[src/rtl/msl_link_map.svh]
/*
 * Holds the numeric map of the link slave: command codes, bit counts,
 * upstream frame layout, divider codes, reset values and timing figures.
 * Assumes it is included by bare name wherever one of these numbers is needed.
 */
`ifndef MSL_LINK_MAP_SVH
`define MSL_LINK_MAP_SVH

// ****************************************************************
// Downstream frame shape
// ****************************************************************
`define MSL_CMD_BITS        6'h0f
`define MSL_DATA_BITS       6'h1f
`define MSL_BITCNT_MAX      6'h3f
`define MSL_PAYLOAD_W       30
`define MSL_CMD_LSB         16
`define MSL_CODE_MSB        21
`define MSL_CDATA_LSB       22

// ****************************************************************
// Command codes
// ****************************************************************
`define MSL_CMD_START       6'h22
`define MSL_CMD_CONFIG      6'h18
`define MSL_CMD_RD1         6'h03
`define MSL_CMD_RD2         6'h05
`define MSL_CMD_RD_STATUS   6'h06
`define MSL_CMD_RD4         6'h09
`define MSL_CMD_RD5         6'h0a
`define MSL_CMD_RD6         6'h0c
`define MSL_CMD_RD7         6'h2d
`define MSL_CMD_RD8         6'h2e

// ****************************************************************
// Config byte fields and reset values
// ****************************************************************
`define MSL_CFG_DIV_MSB     1
`define MSL_CFG_ACT_EN_BIT  2
`define MSL_DIV_RESET       2'h2
`define MSL_DIV_16          7'h0f
`define MSL_DIV_32          7'h1f
`define MSL_DIV_64          7'h3f
`define MSL_DIV_128         7'h7f

// ****************************************************************
// Status byte fields
// ****************************************************************
`define MSL_ST_OUTPUTS_DISABLED_BIT_BIT  0
`define MSL_ST_FAULT_BIT    1
`define MSL_ST_LEN_ERR_BIT  2
`define MSL_STATUS_BLK      2'h0

// ****************************************************************
// Upstream frame
// ****************************************************************
`define MSL_UP_W            16
`define MSL_UP_STOP         2'h3
`define MSL_UP_LAST_BIT     4'hf
`define MSL_SEQ_LAST        2'h3

// ****************************************************************
// Timing
// ****************************************************************
`define MSL_CLK_MHZ         100
`define MSL_ACT_TIMEOUT_US  142

`endif

[src/rtl/msl_link_pkg.sv]
/*
 * Holds the types shared by the link slave files.
 * Assumes the map header is included where numbers are needed.
 */
package msl_link_pkg;

   typedef enum logic [1:0] {
      MSL_UP_IDLE,
      MSL_UP_SEND,
      MSL_UP_GAP
   } msl_up_state_t;

endpackage : msl_link_pkg

[src/rtl/msl_pair_buffer.sv]
/*
 * Two-entry buffer with valid and ready on both sides and a flush.
 * Assumes one clock and an asynchronous active-low reset.
 */
`timescale 1ns/1ps
`default_nettype none

module msl_pair_buffer #(
   parameter int W = 16
) (
   input  wire logic         i_core_clk,
   input  wire logic         i_rst_n,
   input  wire logic         i_flush,
   input  wire logic         i_in_valid,
   output logic              o_in_ready,
   input  wire logic [W-1:0] i_in_data,
   output logic              o_out_valid,
   input  wire logic         i_out_ready,
   output logic [W-1:0]      o_out_data
);

   logic [W-1:0] mem_ff [2];
   logic         wr_ptr_ff;
   logic         rd_ptr_ff;
   logic [1:0]   cnt_ff;
   wire          push = i_in_valid & o_in_ready;
   wire          pop  = o_out_valid & i_out_ready;

   assign o_in_ready  = (cnt_ff != 2'h2);
   assign o_out_valid = (cnt_ff != 2'h0);
   assign o_out_data  = mem_ff[rd_ptr_ff];

   always_ff @(posedge i_core_clk) begin
      if (push) begin
         mem_ff[wr_ptr_ff] <= i_in_data;
      end
   end

   // Flush drops every queued word, a push in the same cycle included
   always_ff @(posedge i_core_clk or negedge i_rst_n) begin
      if (!i_rst_n) begin
         wr_ptr_ff <= 1'b0;
         rd_ptr_ff <= 1'b0;
         cnt_ff    <= 2'h0;
      end else if (i_flush) begin
         wr_ptr_ff <= 1'b0;
         rd_ptr_ff <= 1'b0;
         cnt_ff    <= 2'h0;
      end else begin
         wr_ptr_ff <= wr_ptr_ff ^ push;
         rd_ptr_ff <= rd_ptr_ff ^ pop;
         cnt_ff    <= cnt_ff + {1'b0, push} - {1'b0, pop};
      end
   end

endmodule : msl_pair_buffer

`default_nettype wire

[src/rtl/msl_link_slave.sv]
/*
 * Slave end of a serial microsecond link with an activity watch.
 * Assumes the link clock runs free, pins are asynchronous to i_core_clk,
 * the link clock is below 40 MHz and the core clock is 100 MHz.
 */
`timescale 1ns/1ps
`default_nettype none
`include "msl_link_map.svh"

module msl_link_slave
   import msl_link_pkg::*;
#(
   parameter int P_ACT_TIMEOUT_CYC = `MSL_ACT_TIMEOUT_US * `MSL_CLK_MHZ
) (
   input  wire logic        i_core_clk,
   input  wire logic        i_rst_n,
   input  wire logic        i_link_clk,
   input  wire logic        i_link_data,
   input  wire logic        i_link_sel_n,
   input  wire logic        i_low_batt_en,
   input  wire logic [31:0] i_read_block_data,
   output logic [5:0]       o_read_block_sel,
   output logic [7:0]       o_ctrl_byte0,
   output logic [7:0]       o_ctrl_byte1,
   output logic [7:0]       o_ctrl_byte2,
   output logic [5:0]       o_ctrl_byte3,
   output logic             o_drivers_enable,
   output logic             o_protected_enable,
   output logic             o_outputs_disabled,
   output logic             o_activity_fault_flag,
   output logic             o_frame_length_error_flag,
   output logic             o_activity_watch_enable,
   output logic             o_reg_clear_strobe,
   output logic [3:0]       o_reg_clear_addr,
   output logic [7:0]       o_reg_clear_mask,
   output logic             o_up_data,
   output logic             o_up_data_oe
);

   // ****************************************************************
   // Helpers
   // ****************************************************************
   function automatic logic is_read_cmd(input logic [5:0] code);
      is_read_cmd = (code == `MSL_CMD_RD1) | (code == `MSL_CMD_RD2) |
                    (code == `MSL_CMD_RD_STATUS) | (code == `MSL_CMD_RD4) |
                    (code == `MSL_CMD_RD5) | (code == `MSL_CMD_RD6) |
                    (code == `MSL_CMD_RD7) | (code == `MSL_CMD_RD8);
   endfunction : is_read_cmd

   function automatic logic [6:0] div_last(input logic [1:0] sel);
      unique case (sel)
         2'h0: div_last = `MSL_DIV_16;
         2'h1: div_last = `MSL_DIV_32;
         2'h2: div_last = `MSL_DIV_64;
         2'h3: div_last = `MSL_DIV_128;
      endcase
   endfunction : div_last

   // ****************************************************************
   // Pin synchronisers
   // ****************************************************************
   logic cl_s1_ff, cl_s2_ff, cl_s3_ff;
   logic di_s1_ff, di_s2_ff;
   logic en_s1_ff, en_s2_ff, en_s3_ff;

   always_ff @(posedge i_core_clk or negedge i_rst_n) begin
      if (!i_rst_n) begin
         {cl_s1_ff, cl_s2_ff, cl_s3_ff} <= 3'h0;
         {di_s1_ff, di_s2_ff}           <= 2'h0;
         {en_s1_ff, en_s2_ff, en_s3_ff} <= 3'h7;
      end else begin
         {cl_s1_ff, cl_s2_ff, cl_s3_ff} <= {i_link_clk, cl_s1_ff, cl_s2_ff};
         {di_s1_ff, di_s2_ff}           <= {i_link_data, di_s1_ff};
         {en_s1_ff, en_s2_ff, en_s3_ff} <= {i_link_sel_n, en_s1_ff, en_s2_ff};
      end
   end

   wire cl_fall   = cl_s3_ff & ~cl_s2_ff;
   wire cl_rise   = ~cl_s3_ff & cl_s2_ff;
   wire sel_act   = ~en_s2_ff;
   wire frame_end = ~en_s3_ff & en_s2_ff;
   wire take_bit  = cl_fall & sel_act;

   // ****************************************************************
   // Downstream receiver
   // ****************************************************************
   logic [5:0]                bitcnt_ff;
   logic                      selbit_ff;
   logic [`MSL_PAYLOAD_W-1:0] pay_ff;

   always_ff @(posedge i_core_clk or negedge i_rst_n) begin
      if (!i_rst_n) begin
         bitcnt_ff <= 6'h00;
         selbit_ff <= 1'b0;
         pay_ff    <= '0;
      end else if (frame_end) begin
         bitcnt_ff <= 6'h00;
      end else if (take_bit) begin
         if (bitcnt_ff == 6'h00) begin
            selbit_ff <= di_s2_ff;
         end else begin
            pay_ff <= {di_s2_ff, pay_ff[`MSL_PAYLOAD_W-1:1]};
         end
         if (bitcnt_ff != `MSL_BITCNT_MAX) begin
            bitcnt_ff <= bitcnt_ff + 6'h01;
         end
      end
   end

   wire       cmd_ok   = frame_end & selbit_ff & (bitcnt_ff == `MSL_CMD_BITS);
   wire       data_ok  = frame_end & ~selbit_ff & (bitcnt_ff == `MSL_DATA_BITS);
   wire       len_err  = frame_end & ~cmd_ok & ~data_ok;
   wire [5:0] cmd_code = pay_ff[`MSL_CODE_MSB:`MSL_CMD_LSB];
   wire [7:0] cmd_data = pay_ff[`MSL_PAYLOAD_W-1:`MSL_CDATA_LSB];
   wire       do_start = cmd_ok & (cmd_code == `MSL_CMD_START);
   wire       do_cfg   = cmd_ok & (cmd_code == `MSL_CMD_CONFIG);
   wire       do_read  = cmd_ok & is_read_cmd(cmd_code);

   // ****************************************************************
   // Control bytes and configuration
   // ****************************************************************
   logic [1:0] div_sel_ff;

   // Executed the cycle after the frame ends, well inside 16 link periods
   always_ff @(posedge i_core_clk or negedge i_rst_n) begin
      if (!i_rst_n) begin
         o_ctrl_byte0            <= 8'h00;
         o_ctrl_byte1            <= 8'h00;
         o_ctrl_byte2            <= 8'h00;
         o_ctrl_byte3            <= 6'h00;
         div_sel_ff              <= `MSL_DIV_RESET;
         o_activity_watch_enable <= 1'b1;
      end else begin
         if (data_ok) begin
            {o_ctrl_byte3, o_ctrl_byte2, o_ctrl_byte1, o_ctrl_byte0} <= pay_ff;
         end
         if (do_cfg) begin
            div_sel_ff              <= cmd_data[`MSL_CFG_DIV_MSB:0];
            o_activity_watch_enable <= cmd_data[`MSL_CFG_ACT_EN_BIT];
         end
      end
   end

   // ****************************************************************
   // Activity watch
   // ****************************************************************
   logic [23:0] act_tmr_ff;
   logic        watch_run_ff;
   logic        arm_ff;
   logic        clr_fault, clr_len;

   wire timeout   = watch_run_ff & o_activity_watch_enable &
                    (act_tmr_ff >= P_ACT_TIMEOUT_CYC[23:0]);
   wire start_ok  = do_start & ~o_activity_fault_flag;
   wire nxt_fault = timeout | (o_activity_fault_flag & ~clr_fault);
   wire nxt_len   = len_err | (o_frame_length_error_flag & ~clr_len);

   always_ff @(posedge i_core_clk or negedge i_rst_n) begin
      if (!i_rst_n) begin
         act_tmr_ff                <= 24'h00_0000;
         watch_run_ff              <= 1'b0;
         arm_ff                    <= 1'b0;
         o_outputs_disabled        <= 1'b1;
         o_activity_fault_flag     <= 1'b0;
         o_frame_length_error_flag <= 1'b0;
      end else begin
         o_activity_fault_flag     <= nxt_fault;
         o_frame_length_error_flag <= nxt_len;
         if (timeout) begin
            watch_run_ff       <= 1'b0;
            arm_ff             <= 1'b0;
            o_outputs_disabled <= 1'b1;
         end else if (start_ok) begin
            watch_run_ff <= 1'b1;
            arm_ff       <= 1'b1;
            act_tmr_ff   <= 24'h00_0000;
         end else if (data_ok) begin
            act_tmr_ff <= 24'h00_0000;
            if (arm_ff) begin
               o_outputs_disabled <= 1'b0;
               arm_ff             <= 1'b0;
            end
         end else if (watch_run_ff & o_activity_watch_enable) begin
            act_tmr_ff <= act_tmr_ff + 24'h00_0001;
         end
      end
   end

   // No reset request leaves this block on a timeout
   always_ff @(posedge i_core_clk or negedge i_rst_n) begin
      if (!i_rst_n) begin
         o_drivers_enable   <= 1'b0;
         o_protected_enable <= 1'b0;
      end else begin
         o_drivers_enable   <= ~o_outputs_disabled;
         o_protected_enable <= ~o_outputs_disabled | i_low_batt_en;
      end
   end

   // ****************************************************************
   // Read sequencer
   // ****************************************************************
   logic        seq_run_ff;
   logic [1:0]  seq_idx_ff;
   logic [1:0]  seq_blk_ff;
   logic        seq_stat_ff;
   logic        buf_in_ready;
   logic        buf_out_valid;
   logic [15:0] buf_out_data;
   logic        up_pop;

   wire [7:0]  status_byte = {5'h00, o_frame_length_error_flag,
                              o_activity_fault_flag, o_outputs_disabled};
   wire [7:0]  blk_byte    = i_read_block_data[{seq_idx_ff, 3'h0} +: 8];
   wire [7:0]  seq_byte    = (seq_stat_ff & (seq_idx_ff == 2'h0)) ? status_byte : blk_byte;
   wire [3:0]  seq_addr    = {seq_blk_ff, seq_idx_ff};
   wire        seq_par     = ~(^{seq_addr, seq_byte});
   wire [15:0] seq_word    = {`MSL_UP_STOP, seq_par, seq_byte, seq_addr, 1'b0};
   wire        seq_push    = seq_run_ff & buf_in_ready;

   always_ff @(posedge i_core_clk or negedge i_rst_n) begin
      if (!i_rst_n) begin
         seq_run_ff       <= 1'b0;
         seq_idx_ff       <= 2'h0;
         seq_blk_ff       <= 2'h0;
         seq_stat_ff      <= 1'b0;
         o_read_block_sel <= 6'h00;
      end else if (do_read) begin
         seq_run_ff       <= 1'b1;
         seq_idx_ff       <= 2'h0;
         seq_stat_ff      <= (cmd_code == `MSL_CMD_RD_STATUS);
         seq_blk_ff       <= (cmd_code == `MSL_CMD_RD_STATUS) ? `MSL_STATUS_BLK :
                             cmd_code[1:0];
         o_read_block_sel <= cmd_code;
      end else if (seq_push) begin
         seq_idx_ff <= seq_idx_ff + 2'h1;
         if (seq_idx_ff == `MSL_SEQ_LAST) begin
            seq_run_ff <= 1'b0;
         end
      end
   end

   // Full buffer stalls the sequencer; a new read drops queued old words
   msl_pair_buffer #(
      .W (`MSL_UP_W)
   ) u_up_buf (
      .i_core_clk  (i_core_clk),
      .i_rst_n     (i_rst_n),
      .i_flush     (do_read),
      .i_in_valid  (seq_push),
      .o_in_ready  (buf_in_ready),
      .i_in_data   (seq_word),
      .o_out_valid (buf_out_valid),
      .i_out_ready (up_pop),
      .o_out_data  (buf_out_data)
   );

   // ****************************************************************
   // Upstream bit clock and serialiser
   // ****************************************************************
   logic [6:0]    div_cnt_ff;
   logic          bit_tick_ff;
   msl_up_state_t up_st_ff;
   logic [15:0]   up_sr_ff;
   logic [3:0]    up_bit_ff;

   wire div_wrap = cl_rise & (div_cnt_ff >= div_last(div_sel_ff));

   always_ff @(posedge i_core_clk or negedge i_rst_n) begin
      if (!i_rst_n) begin
         div_cnt_ff  <= 7'h00;
         bit_tick_ff <= 1'b0;
      end else begin
         bit_tick_ff <= div_wrap;
         if (div_wrap) begin
            div_cnt_ff <= 7'h00;
         end else if (cl_rise) begin
            div_cnt_ff <= div_cnt_ff + 7'h01;
         end
      end
   end

   assign up_pop = bit_tick_ff & buf_out_valid & (up_st_ff != MSL_UP_SEND);
   assign clr_fault = up_pop & (buf_out_data[4:1] == {`MSL_STATUS_BLK, 2'h0}) &
                      buf_out_data[5 + `MSL_ST_FAULT_BIT];
   assign clr_len   = up_pop & (buf_out_data[4:1] == {`MSL_STATUS_BLK, 2'h0}) &
                      buf_out_data[5 + `MSL_ST_LEN_ERR_BIT];

   always_ff @(posedge i_core_clk or negedge i_rst_n) begin
      if (!i_rst_n) begin
         up_st_ff           <= MSL_UP_IDLE;
         up_sr_ff           <= 16'hffff;
         up_bit_ff          <= 4'h0;
         o_up_data          <= 1'b1;
         o_up_data_oe       <= 1'b0;
         o_reg_clear_strobe <= 1'b0;
         o_reg_clear_addr   <= 4'h0;
         o_reg_clear_mask   <= 8'h00;
      end else begin
         o_reg_clear_strobe <= up_pop;
         if (up_pop) begin
            o_reg_clear_addr <= buf_out_data[4:1];
            o_reg_clear_mask <= buf_out_data[12:5];
         end
         if (bit_tick_ff) begin
            unique case (up_st_ff)
               MSL_UP_IDLE, MSL_UP_GAP: begin
                  if (buf_out_valid) begin
                     up_st_ff     <= MSL_UP_SEND;
                     up_sr_ff     <= buf_out_data;
                     up_bit_ff    <= 4'h0;
                     o_up_data    <= buf_out_data[0];
                     o_up_data_oe <= 1'b1;
                  end else begin
                     up_st_ff     <= MSL_UP_IDLE;
                     o_up_data_oe <= 1'b0;
                  end
               end
               MSL_UP_SEND: begin
                  if (up_bit_ff == `MSL_UP_LAST_BIT) begin
                     up_st_ff     <= MSL_UP_GAP;
                     o_up_data    <= 1'b1;
                     o_up_data_oe <= 1'b0;
                  end else begin
                     up_bit_ff    <= up_bit_ff + 4'h1;
                     o_up_data    <= up_sr_ff[up_bit_ff + 4'h1];
                  end
               end
            endcase
         end
      end
   end

endmodule : msl_link_slave

`default_nettype wire

[config.mk]
export PLATFORM = sky130hd
export DESIGN_NAME = msl_link_slave
export DESIGN_NICKNAME = d
export VERILOG_FILES = /design/src/rtl/msl_link_pkg.sv /design/src/rtl/msl_pair_buffer.sv /design/src/rtl/msl_link_slave.sv
export VERILOG_INCLUDE_DIRS = /design/src /design/src/rtl
export SDC_FILE = /design/constraint.sdc
export NUM_CORES = 1
export LEC_CHECK = 0
export BUFFER_PORTS_ARGS = -buffer_cell sky130_fd_sc_hd__buf_2
export CAP_MARGIN = 20
export CORE_UTILIZATION = 45
export DETAILED_ROUTE_END_ITERATION = 8
export PLACE_DENSITY = 0.76
export SLEW_MARGIN = 20
export SYNTH_ARGS = -nofsm -noshare
export SYNTH_HDL_FRONTEND = slang
export SYNTH_HIERARCHICAL = 1
export SYNTH_SLANG_ARGS = --single-unit
[constraint.sdc]
create_clock -name i_core_clk -period 4.5 [get_ports i_core_clk]
set_clock_uncertainty 0.05 [all_clocks]
set_input_delay 0 -clock i_core_clk [delete_from_list [all_inputs] [get_ports i_core_clk]]
set_output_delay 0 -clock i_core_clk [all_outputs]
set_load 0.03 [all_outputs]
==> metrics.md, run 1 <==
| Metric | Value |
|---|---|
| Status | `finished clean` |
| Fill cells | `1648` |
| Iteration-0 DRC Markers | `287` |
| Final std cells w/o fill | `1079` |
| Global-route wire length before repair | `29760 um` |
| Total negative slack | `0 ps` |
| Post-detail-place hpwl | `13020 um` |
| Synth top area cells | `dfrtp_1 41%, mux2_2 13%, edfxtp_1 11%, dfstp_2 6.7%, mux4_2 2.5%` |
| Mean number of vias per cell | `5.285` |
| Psw | `0.0008394 W` |
| H-tree level count | `1` |
| Sequential element share of the synthesized area | `57.95%` |
| Die X | `143.5 um` |
| GRT met3 Usage | `4.032%` |
| Top Usage Layer GRT | `met2` |
| Post-synthesis xor/xnor area fraction | `2.640%` |
| Post-route DRC | `0` |
| Worst-path clk slew | `60 ps` |
| Logic pwr share | `5.2%` |
| CTS Buf Count | `22` |
| Slowest stage delay, CP | `800 ps` |
| Hold EP | `u_up_buf/mem_ff[0][7]` |
| Initial Utilization | `46.12%` |
| Most area-hungry cell type in the Yosys netlist | `dfrtp_1` |
| Cell count after synthesis | `691` |
| Area of the multi-input gates | `3616 sq um` |
| Core Footprint | `19530 sq um` |
| Layout cells sized above 1 | `34.56%` |
| CTS Sinks | `201` |
| Post-route minimum period | `2674 ps` |
| FF-to-FF path depth | `8` |
| Grt total ovfl | `0` |
| Port Buffers | `94` |
| Slew margin rel. | `30.66%` |
| Hold path cells | `3` |
| Worst skew pair latency | `490 ps` |
| DP Cell Count | `1033` |
| Post-CTS setup buffers | `0` |
| Multiplexer area fraction after synthesis | `17.91%` |
| Slew Limit Fails | `0` |
| Post-Route Utilization | `53.69%` |
| Max Cap Viol | `0` |
| Simple-gate area share of the yosys netlist | `9.850%` |
| Drt pass-1 iters | `5` |
| Crit path kind | `register to register` |
| Largest family of logic cells by synthesized area | `multiplexers` |
| Sequential Power Share | `50.7%` |
| RSZ-0062 raised after global routing | `false` |
| Yosys reg bits | `201` |
| Net Sw Frac | `21.95%` |
| Met1 usage | `23.43%` |
| Layout area overhead | `16.41%` |
| Vias in the first global route | `5718` |
| Largest net degree at the start of global routing | `91` |
| Post-Synth Adder-Cell Area | `2.084%` |
| Worst Path Arrival | `2860 ps` |
| Complex-gate fraction of the synthesized area | `7.252%` |
| Power Density | `364.7 nW/um^2` |
| CP Launch Type | `register` |
| Initial antenna violation count | `1` |
| Buf/Inv on CP | `1` |
| Die area | `20580 sq um` |
| Drt total wl | `18460 um` |
| Crit. End Element | `register` |
| Clock group share of total power | `44.1%` |
| FF/Latch Area | `5219 sq um` |
| I/O Pins | `95` |
| Flop2flop setup slack | `1830 ps` |
| CTS Buffer Depth | `3` |
| Total track usage | `18.65%` |
| Die H | `143.5 um` |
| Final cycle utilization of the critical path | `59.41%` |
| Post-route antenna net violation count | `0` |
| Row Count | `51` |
| Slowest CP cell | `dfrtp_1` |
| Crit path max-delay family | `flip-flops` |
| CTS tree | `yes` |
| Worst Tran Pin Value | `1040 ps` |
| Setup violations, final | `0` |
| NumNets Final | `850` |
| Asr flop ratio synth | `84.08%` |
| Cell internal pwr | `0.002984 W` |
| Crit-path cells | `inv_1 -> ha_1 -> nand2_1 -> mux2_2 -> nor2_1 -> a21oi_1 -> xnor3_1 -> xnor2_1` |
| Final hold vios | `0` |
| FF-to-FF Start | `seq_idx_ff[0]` |
| Hold crit path type | `primary input to register` |
| Main synth FF type | `dfrtp_1` |
| Post-synth EDFFs | `32` |
| Cell variety after synth | `68` |
| Placer Congestion | `0.9149` |
| Root Driver | `clkbuf_16` |
| Lkg Pwr | `4.838 nW` |
| Grt met2 use | `31.91%` |
| Yosys warnings | `6` |
| Synthesized area | `9006 sq um` |
| Max VDD drop | `0.0002987 V` |
| Required @ worst endpoint | `4680 ps` |
| CP Max Fanout | `16` |
| Avg Cell Area, Syn | `13.03 sq um` |
| Share of the synthesized area in the top cell type | `40.57%` |
| WL/cell | `17.11 um` |
| Hold Crit Start | `i_read_block_data[10]` |
| Max Freq | `374.0 MHz` |
| R2R Path End | `u_up_buf/mem_ff[1][13]` |
| Vias | `5703` |
-- power by group through the flow --
stage	Combinational (W)	Clock, W	Sequential [W]
after floorplan	0.000121	0	0.00196
after global placement	0.000192	0	0.00197
after detailed placement	0.000197	0	0.00197
after CTS	0.000202	0.00174	0.00194
after global routing	0.000224	0.00180	0.00194
final	0.000199	0.00169	0.00194
-- Yosys cell counts (5+ instances only) --
cell,instances
inv_1,20
clkbuf_1,14
mux2i_1,7
nand4_1,8
edfxtp_1,32
mux4_2,10
xnor2_1,11
nor2b_1,8
mux2_2,103
mux2_1,14
nand2b_1,8
xor2_1,11
nor2_1,47
dfrtp_1,146
o21ai_1,7
a21o_1,6
nand3_1,18
dfstp_2,23
nor4_1,5
a21oi_1,15
buf_2,8
nand2_1,43
and3_1,7
ha_1,15
o21ai_0,21
and2_1,11
a31oi_1,6
-- cell type report --
class | instances | share of cell area (%)
antenna | 1 | 0.02387
clock buffer | 36 | 6.290
clock inverter | 4 | 0.2268
inverter | 22 | 0.7877
multi-input combinational | 448 | 34.49
sequential | 201 | 49.78
tap | 265 | 3.163
timing repair buffer | 102 | 5.239
-- cells in the final DEF, fill, tap and decap left out, types with 10 or more instances in the layout --
master / netlist / routed
mux2_1: 14 / 14
xnor2_1: 11 / 11
nor2_1: 47 / 47
a21oi_1: 15 / 15
edfxtp_1: 32 / 32
mux2_2: 103 / 103
clkbuf_1: 14 / 10
and2_1: 11 / 11
ha_1: 15 / 15
clkbuf_16: 0 / 24
nand2_1: 43 / 43
mux4_2: 10 / 10
nand3_1: 18 / 18
buf_2: 8 / 93
xor2_1: 11 / 11
inv_1: 20 / 20
dfstp_2: 23 / 23
dfrtp_1: 146 / 146
o21ai_0: 21 / 21
-- flip-flops by register name, indices dropped and copies added, names as in the netlist, 4 cells and up --
signal	flops
o_ctrl_byte2	8
o_ctrl_byte3	6
pay_ff	30
o_reg_clear_addr	4
bitcnt_ff	6
o_ctrl_byte1	8
up_bit_ff	4
o_read_block_sel	6
up_sr_ff	16
act_tmr_ff	24
o_reg_clear_mask	8
o_ctrl_byte0	8
u_up_buf/mem_ff	32
div_cnt_ff	7
-- cell families (layout without fill, tap and decap cells) --
family | Yosys count | after routing
adder cells (fa/ha/maj) | 15 | 15
flip-flops | 201 | 201
AND/OR/NAND/NOR | 177 | 177
multiplexers | 134 | 134
buffers and inverters | 46 | 164
other | 2 | 7
AO/OA/AOI/OAI | 92 | 92
XOR/XNOR | 24 | 24
-- per-layer routing --
layer / wire length, um / vias to the layer above
met2: 9060 / 161
met4: 559 / 0
met1: 7717 / 2811
met3: 1121 / 36
li1: - / 2695
met5: 0 / -
-- metrics by stage --
| step | setup WS [ps] | total power [W] | instance area, sq um | hold slack [ps] |
|---|---|---|---|---|
| final | 1826 | 0.003824 | 10480 | 66.37 |
| after global routing | 1617 | 0.003970 | 10480 | 63.52 |
| after CTS | 1820 | 0.003875 | 10480 | 55.84 |
| after detailed placement | 1837 | 0.002168 | 9748 | 58.95 |
| after global placement | 1905 | 0.002160 | 9748 | 55.58 |
| after floorplan | 1992 | 0.002077 | 9021 | -345.6 |
-- how the worst max path moves through the flow --
stage,start,to,slack [ps],cells after the start
finish,seq_idx_ff[0],u_up_buf/mem_ff[1][13],1830,8
global route,seq_idx_ff[0],u_up_buf/mem_ff[0][13],1620,8
CTS,seq_idx_ff[0],u_up_buf/mem_ff[1][13],1820,8
detailed placement,seq_idx_ff[0],u_up_buf/mem_ff[1][13],1840,8
global placement,seq_idx_ff[0],u_up_buf/mem_ff[0][13],1910,8
floorplan,seq_idx_ff[1],u_up_buf/mem_ff[0][13],1990,10
-- repair_timing --
| action | in CTS | in global routing |
|---|---|---|
| endpoints found under the hold margin | 92 | 0 |
| hold buffers | 5 | 0 |
| resized for setup | 0 | 0 |
-- worst reg2reg max path: stages, from the launching register on --
cell and delay, ps:
dfrtp_1 800, inv_1 160, ha_1 270, nand2_1 220
mux2_2 390, nor2_1 110, a21oi_1 70, xnor3_1 210
xnor2_1 150
(Power assumes the default switching activity.)
==> run 2: changes to the inputs <==
--- a/config.mk
+++ b/config.mk
@@ -10,7 +10,7 @@
 export CAP_MARGIN = 20
 export CORE_UTILIZATION = 45
 export DETAILED_ROUTE_END_ITERATION = 8
-export PLACE_DENSITY = 0.76
+export PLACE_DENSITY = 0.78
 export SLEW_MARGIN = 20
 export SYNTH_ARGS = -nofsm -noshare
 export SYNTH_HDL_FRONTEND = slang
==> constraint.sdc (replaced) <==
create_clock -name i_core_clk -period 2.3 [get_ports i_core_clk]
set_clock_uncertainty 0.05 [all_clocks]
set_input_delay 0 -clock i_core_clk [delete_from_list [all_inputs] [get_ports i_core_clk]]
set_output_delay 0 -clock i_core_clk [all_outputs]
set_load 0.03 [all_outputs]
==> run 2 against run 1 <==
Against the previous run: maximum frequency grew 22%; clock-buffer cell count shrank 5; final area grew 4.2%; utilization grew 2.2 points; total power grew 100%; critical path type unchanged; hold slack lost 21 ps; worst setup slack lost 1700 ps; die area is the same; sequential power grew 95%; highest routed layer unchanged; combinational power grew 110%; global-route usage grew 0.35 points; sequential cell count is the same.
==> metrics.md, run 2 (synthesis gave the netlist of run 1 again) <==
| Metric | Value |
|---|---|
| Lkg Pwr | `5.096 nW` |
| # diodes | `0` |
| Most frequent CP cell | `xnor2_1` |
| Slowest stage delay, CP | `510 ps` |
| Global-route wire length before repair | `30580 um` |
| Hold crit path type | `primary input to register` |
| Post-detail-place hpwl | `13440 um` |
| Iteration-0 DRC Markers | `339` |
| Total track usage | `19.01%` |
| Slew Limit Fails | `0` |
| Max Cap Viol | `0` |
| Largest register FFs | `32` |
| Port Buffers | `94` |
| Drt pass-1 iters | `6` |
| Worst skew pair latency | `490 ps` |
| Post-route DRC | `0` |
| Initial antenna violation count | `0` |
| Post-Route Utilization | `55.94%` |
| Largest net degree at the start of global routing | `58` |
| Power Density | `708.2 nW/um^2` |
| Most common cell after layout, fill and taps aside | `dfrtp_1` |
| Root Driver | `clkbuf_16` |
| CP Max Fanout | `8` |
| Grt total ovfl | `0` |
| CTS Buffer Depth | `3` |
| Commonest cells after routing, fill and taps aside | `145 x dfrtp_1, 102 x mux2_2, 93 x buf_2, 47 x nor2_1, 42 x nand2_1` |
| Layout area overhead | `21.28%` |
| Worst Tran Pin Value | `561.4 ps` |
| Crit path max-delay family | `multiplexers` |
| Setup violations, final | `0` |
| Required @ worst endpoint | `2480 ps` |
| Final hold vios | `0` |
| Max VDD drop | `0.0005972 V` |
| Final worst slack | `112.4 ps` |
| Slowest CP cell | `mux4_2` |
| Layout cells sized above 1 | `38.54%` |
| Die X | `143.5 um` |
| H-tree level count | `1` |
| Row Count | `51` |
| CTS Sinks | `201` |
| Core Footprint | `19530 sq um` |
| WL/cell | `16.81 um` |
| Crit path kind | `register to register` |
| Worst-path clk slew | `60 ps` |
| Post-route antenna net violation count | `0` |
| NumNets Final | `888` |
| Largest regs | `u_up_buf/mem_ff x32, pay_ff x30, act_tmr_ff x24` |
| Crit. End Element | `register` |
| Reg with most FFs | `u_up_buf/mem_ff` |
| Max Freq | `457.1 MHz` |
| Crit-path cells | `buf_12 -> mux4_2 -> mux2_2 -> xnor2_2 -> xnor2_1 -> xnor2_1` |
| Placer Congestion | `0.9779` |
| Mean number of vias per cell | `5.312` |
| Final std cells w/o fill | `1116` |
| Initial Utilization | `46.12%` |
| Worst Path Arrival | `2370 ps` |
| Post-route minimum period | `2188 ps` |
| Die area | `20580 sq um` |
| CP Launch Type | `register` |
| CTS Buf Count | `22` |
| CTS tree | `yes` |
| Die H | `143.5 um` |
| Vias | `5928` |
| Status | `finished clean` |
| Drt total wl | `18760 um` |
| Final cycle utilization of the critical path | `95.11%` |
| Final total power | `0.007735 W` |
| Vias in the first global route | `5967` |
| Worst slack, placed | `104.7 ps` |
| DP Cell Count | `1069` |
| Slew margin rel. | `62.58%` |
| Buf/Inv on CP | `1` |
| I/O Pins | `95` |
## run 2: changes by cell type in the layout (fill, tap and decap cells not counted), sizes merged
cell,before,now
buf,97,133
inv,22,23
clkbuf,36,31
clkinv,4,6
diode,1,0
dlygate4sd3,5,7
bufinv,0,2
## run 2: worst register-to-register path, cell delays in order (launching register included)
cell and delay, ps:
dfrtp_1 410, buf_12 160, mux4_2 510, mux2_2 330
xnor2_2 160, xnor2_1 190, xnor2_1 110
## run 2: worst paths after layout
kind	startpoint	to	slack, ps	cells past startpoint
min reg2reg	di_s1_ff	di_s2_ff	300	0
max	seq_idx_ff[0]	u_up_buf/mem_ff[1][13]	110	6
min	i_read_block_data[20]	u_up_buf/mem_ff[1][9]	50	3
max reg2reg	seq_idx_ff[0]	u_up_buf/mem_ff[1][13]	110	6
max in group asynchronous	i_rst_n	up_st_ff[1]	790	4
min in group asynchronous	i_rst_n	up_st_ff[0]	520	3
## run 2: metal layers
layer	wire length (um)	global-route usage (%)	vias up
met2	8834	30.89	199
li1	-	-	2776
met4	693	7.783	0
met5	0	0	-
met1	7968	24.39	2909
met3	1259	4.598	44
## run 2: report_power, final
group	leakage [nW]	switching, W	internal [W]
Combinational	2.22	0.000228	0.000189
Sequential	2.51	0.0000874	0.00370
Clock	0.367	0.00137	0.00216
Total	5.10	0.00168	0.00605
## run 2: layout make-up
class	instances	area, sq um
inverter	22	82.58
timing repair buffer	140	902.1
clock inverter	9	102.6
fill	1622	8603
clock buffer	31	635.6
sequential	201	5220
multi-input combinational	448	3649
tap	265	331.6
## run 2: through the flow
step                hold slack (ps)  setup TNS [ps]  area, sq um
floorplan                    -345.6               0         9034
global placement             -52.29               0        10080
detailed placement           -50.01               0        10080
CTS                           30.60               0        10890
global route                  54.71          -10.86        10920
finish                        45.75               0        10920
## run 2: timing repair
| item | in CTS | in global routing |
|---|---|---|
| endpoints found under the setup margin | 0 | 5 |
| buffers inserted | 0 | 0 |
| gates resized for setup | 0 | 7 |
| hold buffers | 7 | 0 |
| endpoints found under the hold margin | 151 | 0 |
==> run 3: changes to the inputs <==
--- a/config.mk
+++ b/config.mk
@@ -10,7 +10,8 @@
 export CAP_MARGIN = 20
 export CORE_UTILIZATION = 45
 export DETAILED_ROUTE_END_ITERATION = 8
-export PLACE_DENSITY = 0.78
+export PLACE_DENSITY = 0.76
+export SETUP_SLACK_MARGIN = 0.02
 export SLEW_MARGIN = 20
 export SYNTH_ARGS = -nofsm -noshare
 export SYNTH_HDL_FRONTEND = slang
==> constraint.sdc (replaced) <==
create_clock -name i_core_clk -period 2.5 [get_ports i_core_clk]
set_clock_uncertainty 0.05 [all_clocks]
set_input_delay 0 -clock i_core_clk [delete_from_list [all_inputs] [get_ports i_core_clk]]
set_output_delay 0 -clock i_core_clk [all_outputs]
set_load 0.03 [all_outputs]
==> run 3 against run 2 <==
Against the previous run: worst setup slack improved by 65 ps; sequential share of layout area rose by 0.41 points; critical path type unchanged; critical endpoint is now act_tmr_ff[20]; global-route usage is essentially flat.
==> metrics.md, run 3 (synthesis gave the netlist of run 1 again) <==
| Metric | Value |
|---|---|
| Initial Utilization | `46.12%` |
| Mean number of vias per cell | `5.350` |
| Layout cells sized above 1 | `37.17%` |
| Setup violations, final | `0` |
| Setup crit end | `act_tmr_ff[20]` |
| Worst setup startpoint | `act_tmr_ff[16]` |
| Crit path kind | `register to register` |
| Worst-path clk slew | `60 ps` |
| Commonest cells after routing, fill and taps aside | `146 x dfrtp_1, 103 x mux2_2, 93 x buf_2, 47 x nor2_1, 43 x nand2_1` |
| CP Launch Type | `register` |
| FF-to-FF path depth | `6` |
| Port Buffers | `94` |
| Crit path depth | `6` |
| H-tree level count | `1` |
| NumNets Final | `871` |
| Die X | `143.5 um` |
| Total track usage | `19.05%` |
| Fill cells | `1606` |
| R2R Path End | `act_tmr_ff[20]` |
| Worst skew pair latency | `500 ps` |
| Largest register FFs | `32` |
| Final cycle utilization of the critical path | `92.90%` |
| Post-route DRC | `0` |
| Iteration-0 DRC Markers | `358` |
| Grt total ovfl | `0` |
| Power Density | `689.5 nW/um^2` |
| FF-to-FF Start | `act_tmr_ff[16]` |
| Flop2flop setup slack | `180 ps` |
| Max Cap Viol | `0` |
| Finished Cell Area | `10830 sq um` |
| Crit-path cells | `nor4_1 -> nand4_2 -> a311oi_4 -> o21ai_4 -> or4_4 -> a21oi_2` |
| Final hold vios | `0` |
| Slowest CP cell | `a311oi_4` |
| Vias | `5885` |
| Placer Congestion | `0.9011` |
| Die H | `143.5 um` |
| Worst Path Arrival | `2700 ps` |
| Buf/Inv on CP | `0` |
| CTS Sinks | `201` |
| Post-route antenna net violation count | `0` |
| Final std cells w/o fill | `1100` |
| Largest regs | `u_up_buf/mem_ff x32, pay_ff x30, act_tmr_ff x24` |
| Lkg Pwr | `5.034 nW` |
| Initial antenna violation count | `1` |
| CTS Buffer Depth | `3` |
| Root Driver | `clkbuf_16` |
| Slew margin rel. | `58.07%` |
| Layout area overhead | `20.21%` |
| Post-detail-place hpwl | `13190 um` |
| Total negative slack | `0 ps` |
| Status | `finished clean` |
| Hold crit path type | `primary input to async pin` |
| Largest net degree at the start of global routing | `67` |
| I/O Pins | `95` |
| Max Freq | `430.6 MHz` |
| Worst Tran Pin Value | `622.4 ps` |
| Post-route minimum period | `2322 ps` |
| Drt pass-1 iters | `4` |
| Row Count | `51` |
| Most common cell after layout, fill and taps aside | `dfrtp_1` |
| DP Cell Count | `1054` |
| Slowest stage delay, CP | `480 ps` |
| RSZ-0062 raised after global routing | `false` |
| CTS Buf Count | `22` |
| Reg with most FFs | `u_up_buf/mem_ff` |
| Post-DP Area | `9943 sq um` |
| Crit. End Element | `register` |
| Die area | `20580 sq um` |
| Global-route wire length before repair | `30370 um` |
| Max VDD drop | `0.0006028 V` |
| WL/cell | `17.09 um` |
| Slew Limit Fails | `0` |
| Crit path max-delay family | `simple AND/OR/NAND/NOR gates` |
| Required @ worst endpoint | `2880 ps` |
| CTS tree | `yes` |
| Drt total wl | `18800 um` |
| Vias in the first global route | `5771` |
| Core Footprint | `19530 sq um` |
| CP Max Fanout | `6` |
run 3: changes by cell type in the layout (fill, tap and decap cells not counted), sizes merged:
cell,change
buf,-15
bufinv,+3
clkbuf,-1
clkinv,-1
diode,+1
dlygate4sd3,-2
inv,-1
run 3: layout make-up:
| type | count | area (sq um) | area share, % |
|---|---|---|---|
| antenna | 1 | 2.502 | 0.02311 |
| clock buffer | 30 | 651.9 | 6.021 |
| clock inverter | 10 | 173.9 | 1.606 |
| inverter | 22 | 82.58 | 0.7627 |
| multi-input combinational | 448 | 3621 | 33.45 |
| sequential | 201 | 5219 | 48.20 |
| tap | 265 | 331.6 | 3.063 |
| timing repair buffer | 123 | 744.5 | 6.876 |
run 3: where the power goes:
part / total [W] / leakage (nW) / switching, W / internal, W
logic: 0.000371 / 2.11 / 0.000206 / 0.000165
clock network: 0.00360 / 0.410 / 0.00127 / 0.00233
registers: 0.00349 / 2.51 / 0.0000824 / 0.00341
total: 0.00747 / 5.03 / 0.00156 / 0.00591
run 3: per-layer routing:
metal	track usage, %	vias to the layer above	wire, um
met3	4.065	37	1243
met1	24.67	2929	7821
met4	6.271	0	546
li1	-	2737	-
met2	31.81	182	9191
met5	0	-	0
run 3: worst min path at each step:
stage / from / endpoint / slack [ps] / cells after the start
global route: i_read_block_data[23] / u_up_buf/mem_ff[1][12] / 50 / 3
global placement: i_rst_n / up_bit_ff[2] / -20 / 1
floorplan: i_rst_n / act_tmr_ff[0] / -350 / 0
CTS: i_read_block_data[31] / u_up_buf/mem_ff[1][12] / 20 / 3
detailed placement: i_rst_n / up_bit_ff[1] / -30 / 1
finish: i_rst_n / up_bit_ff[1] / 7 / 2
run 3: worst register-to-register path, cell delays in order (launching register included):
cell,delay (ps)
dfrtp_1,400
nor4_1,350
nand4_2,260
a311oi_4,480
o21ai_4,150
or4_4,430
a21oi_2,130
run 3: what timing repair did:
| item | CTS | global route |
|---|---|---|
| endpoints found under the hold margin | 122 | 0 |
| endpoints found under the setup margin | 0 | 2 |
| buffers inserted | 0 | 0 |
| hold buffers | 5 | 0 |
| resized for setup | 0 | 2 |
run 3: through the flow:
step | total power (W) | setup WS [ps] | util (%) | hold WS (ps)
after global placement | 0.003900 | 249.3 | 50.92 | -23.34
final | 0.007465 | 177.5 | 55.45 | 7.074
after detailed placement | 0.003912 | 209.1 | 50.92 | -26.71
after floorplan | 0.003738 | 34.77 | - | -345.6
after global routing | 0.007732 | 38.57 | 55.45 | 48.82
after CTS | 0.007542 | 154.0 | 55.41 | 22.36
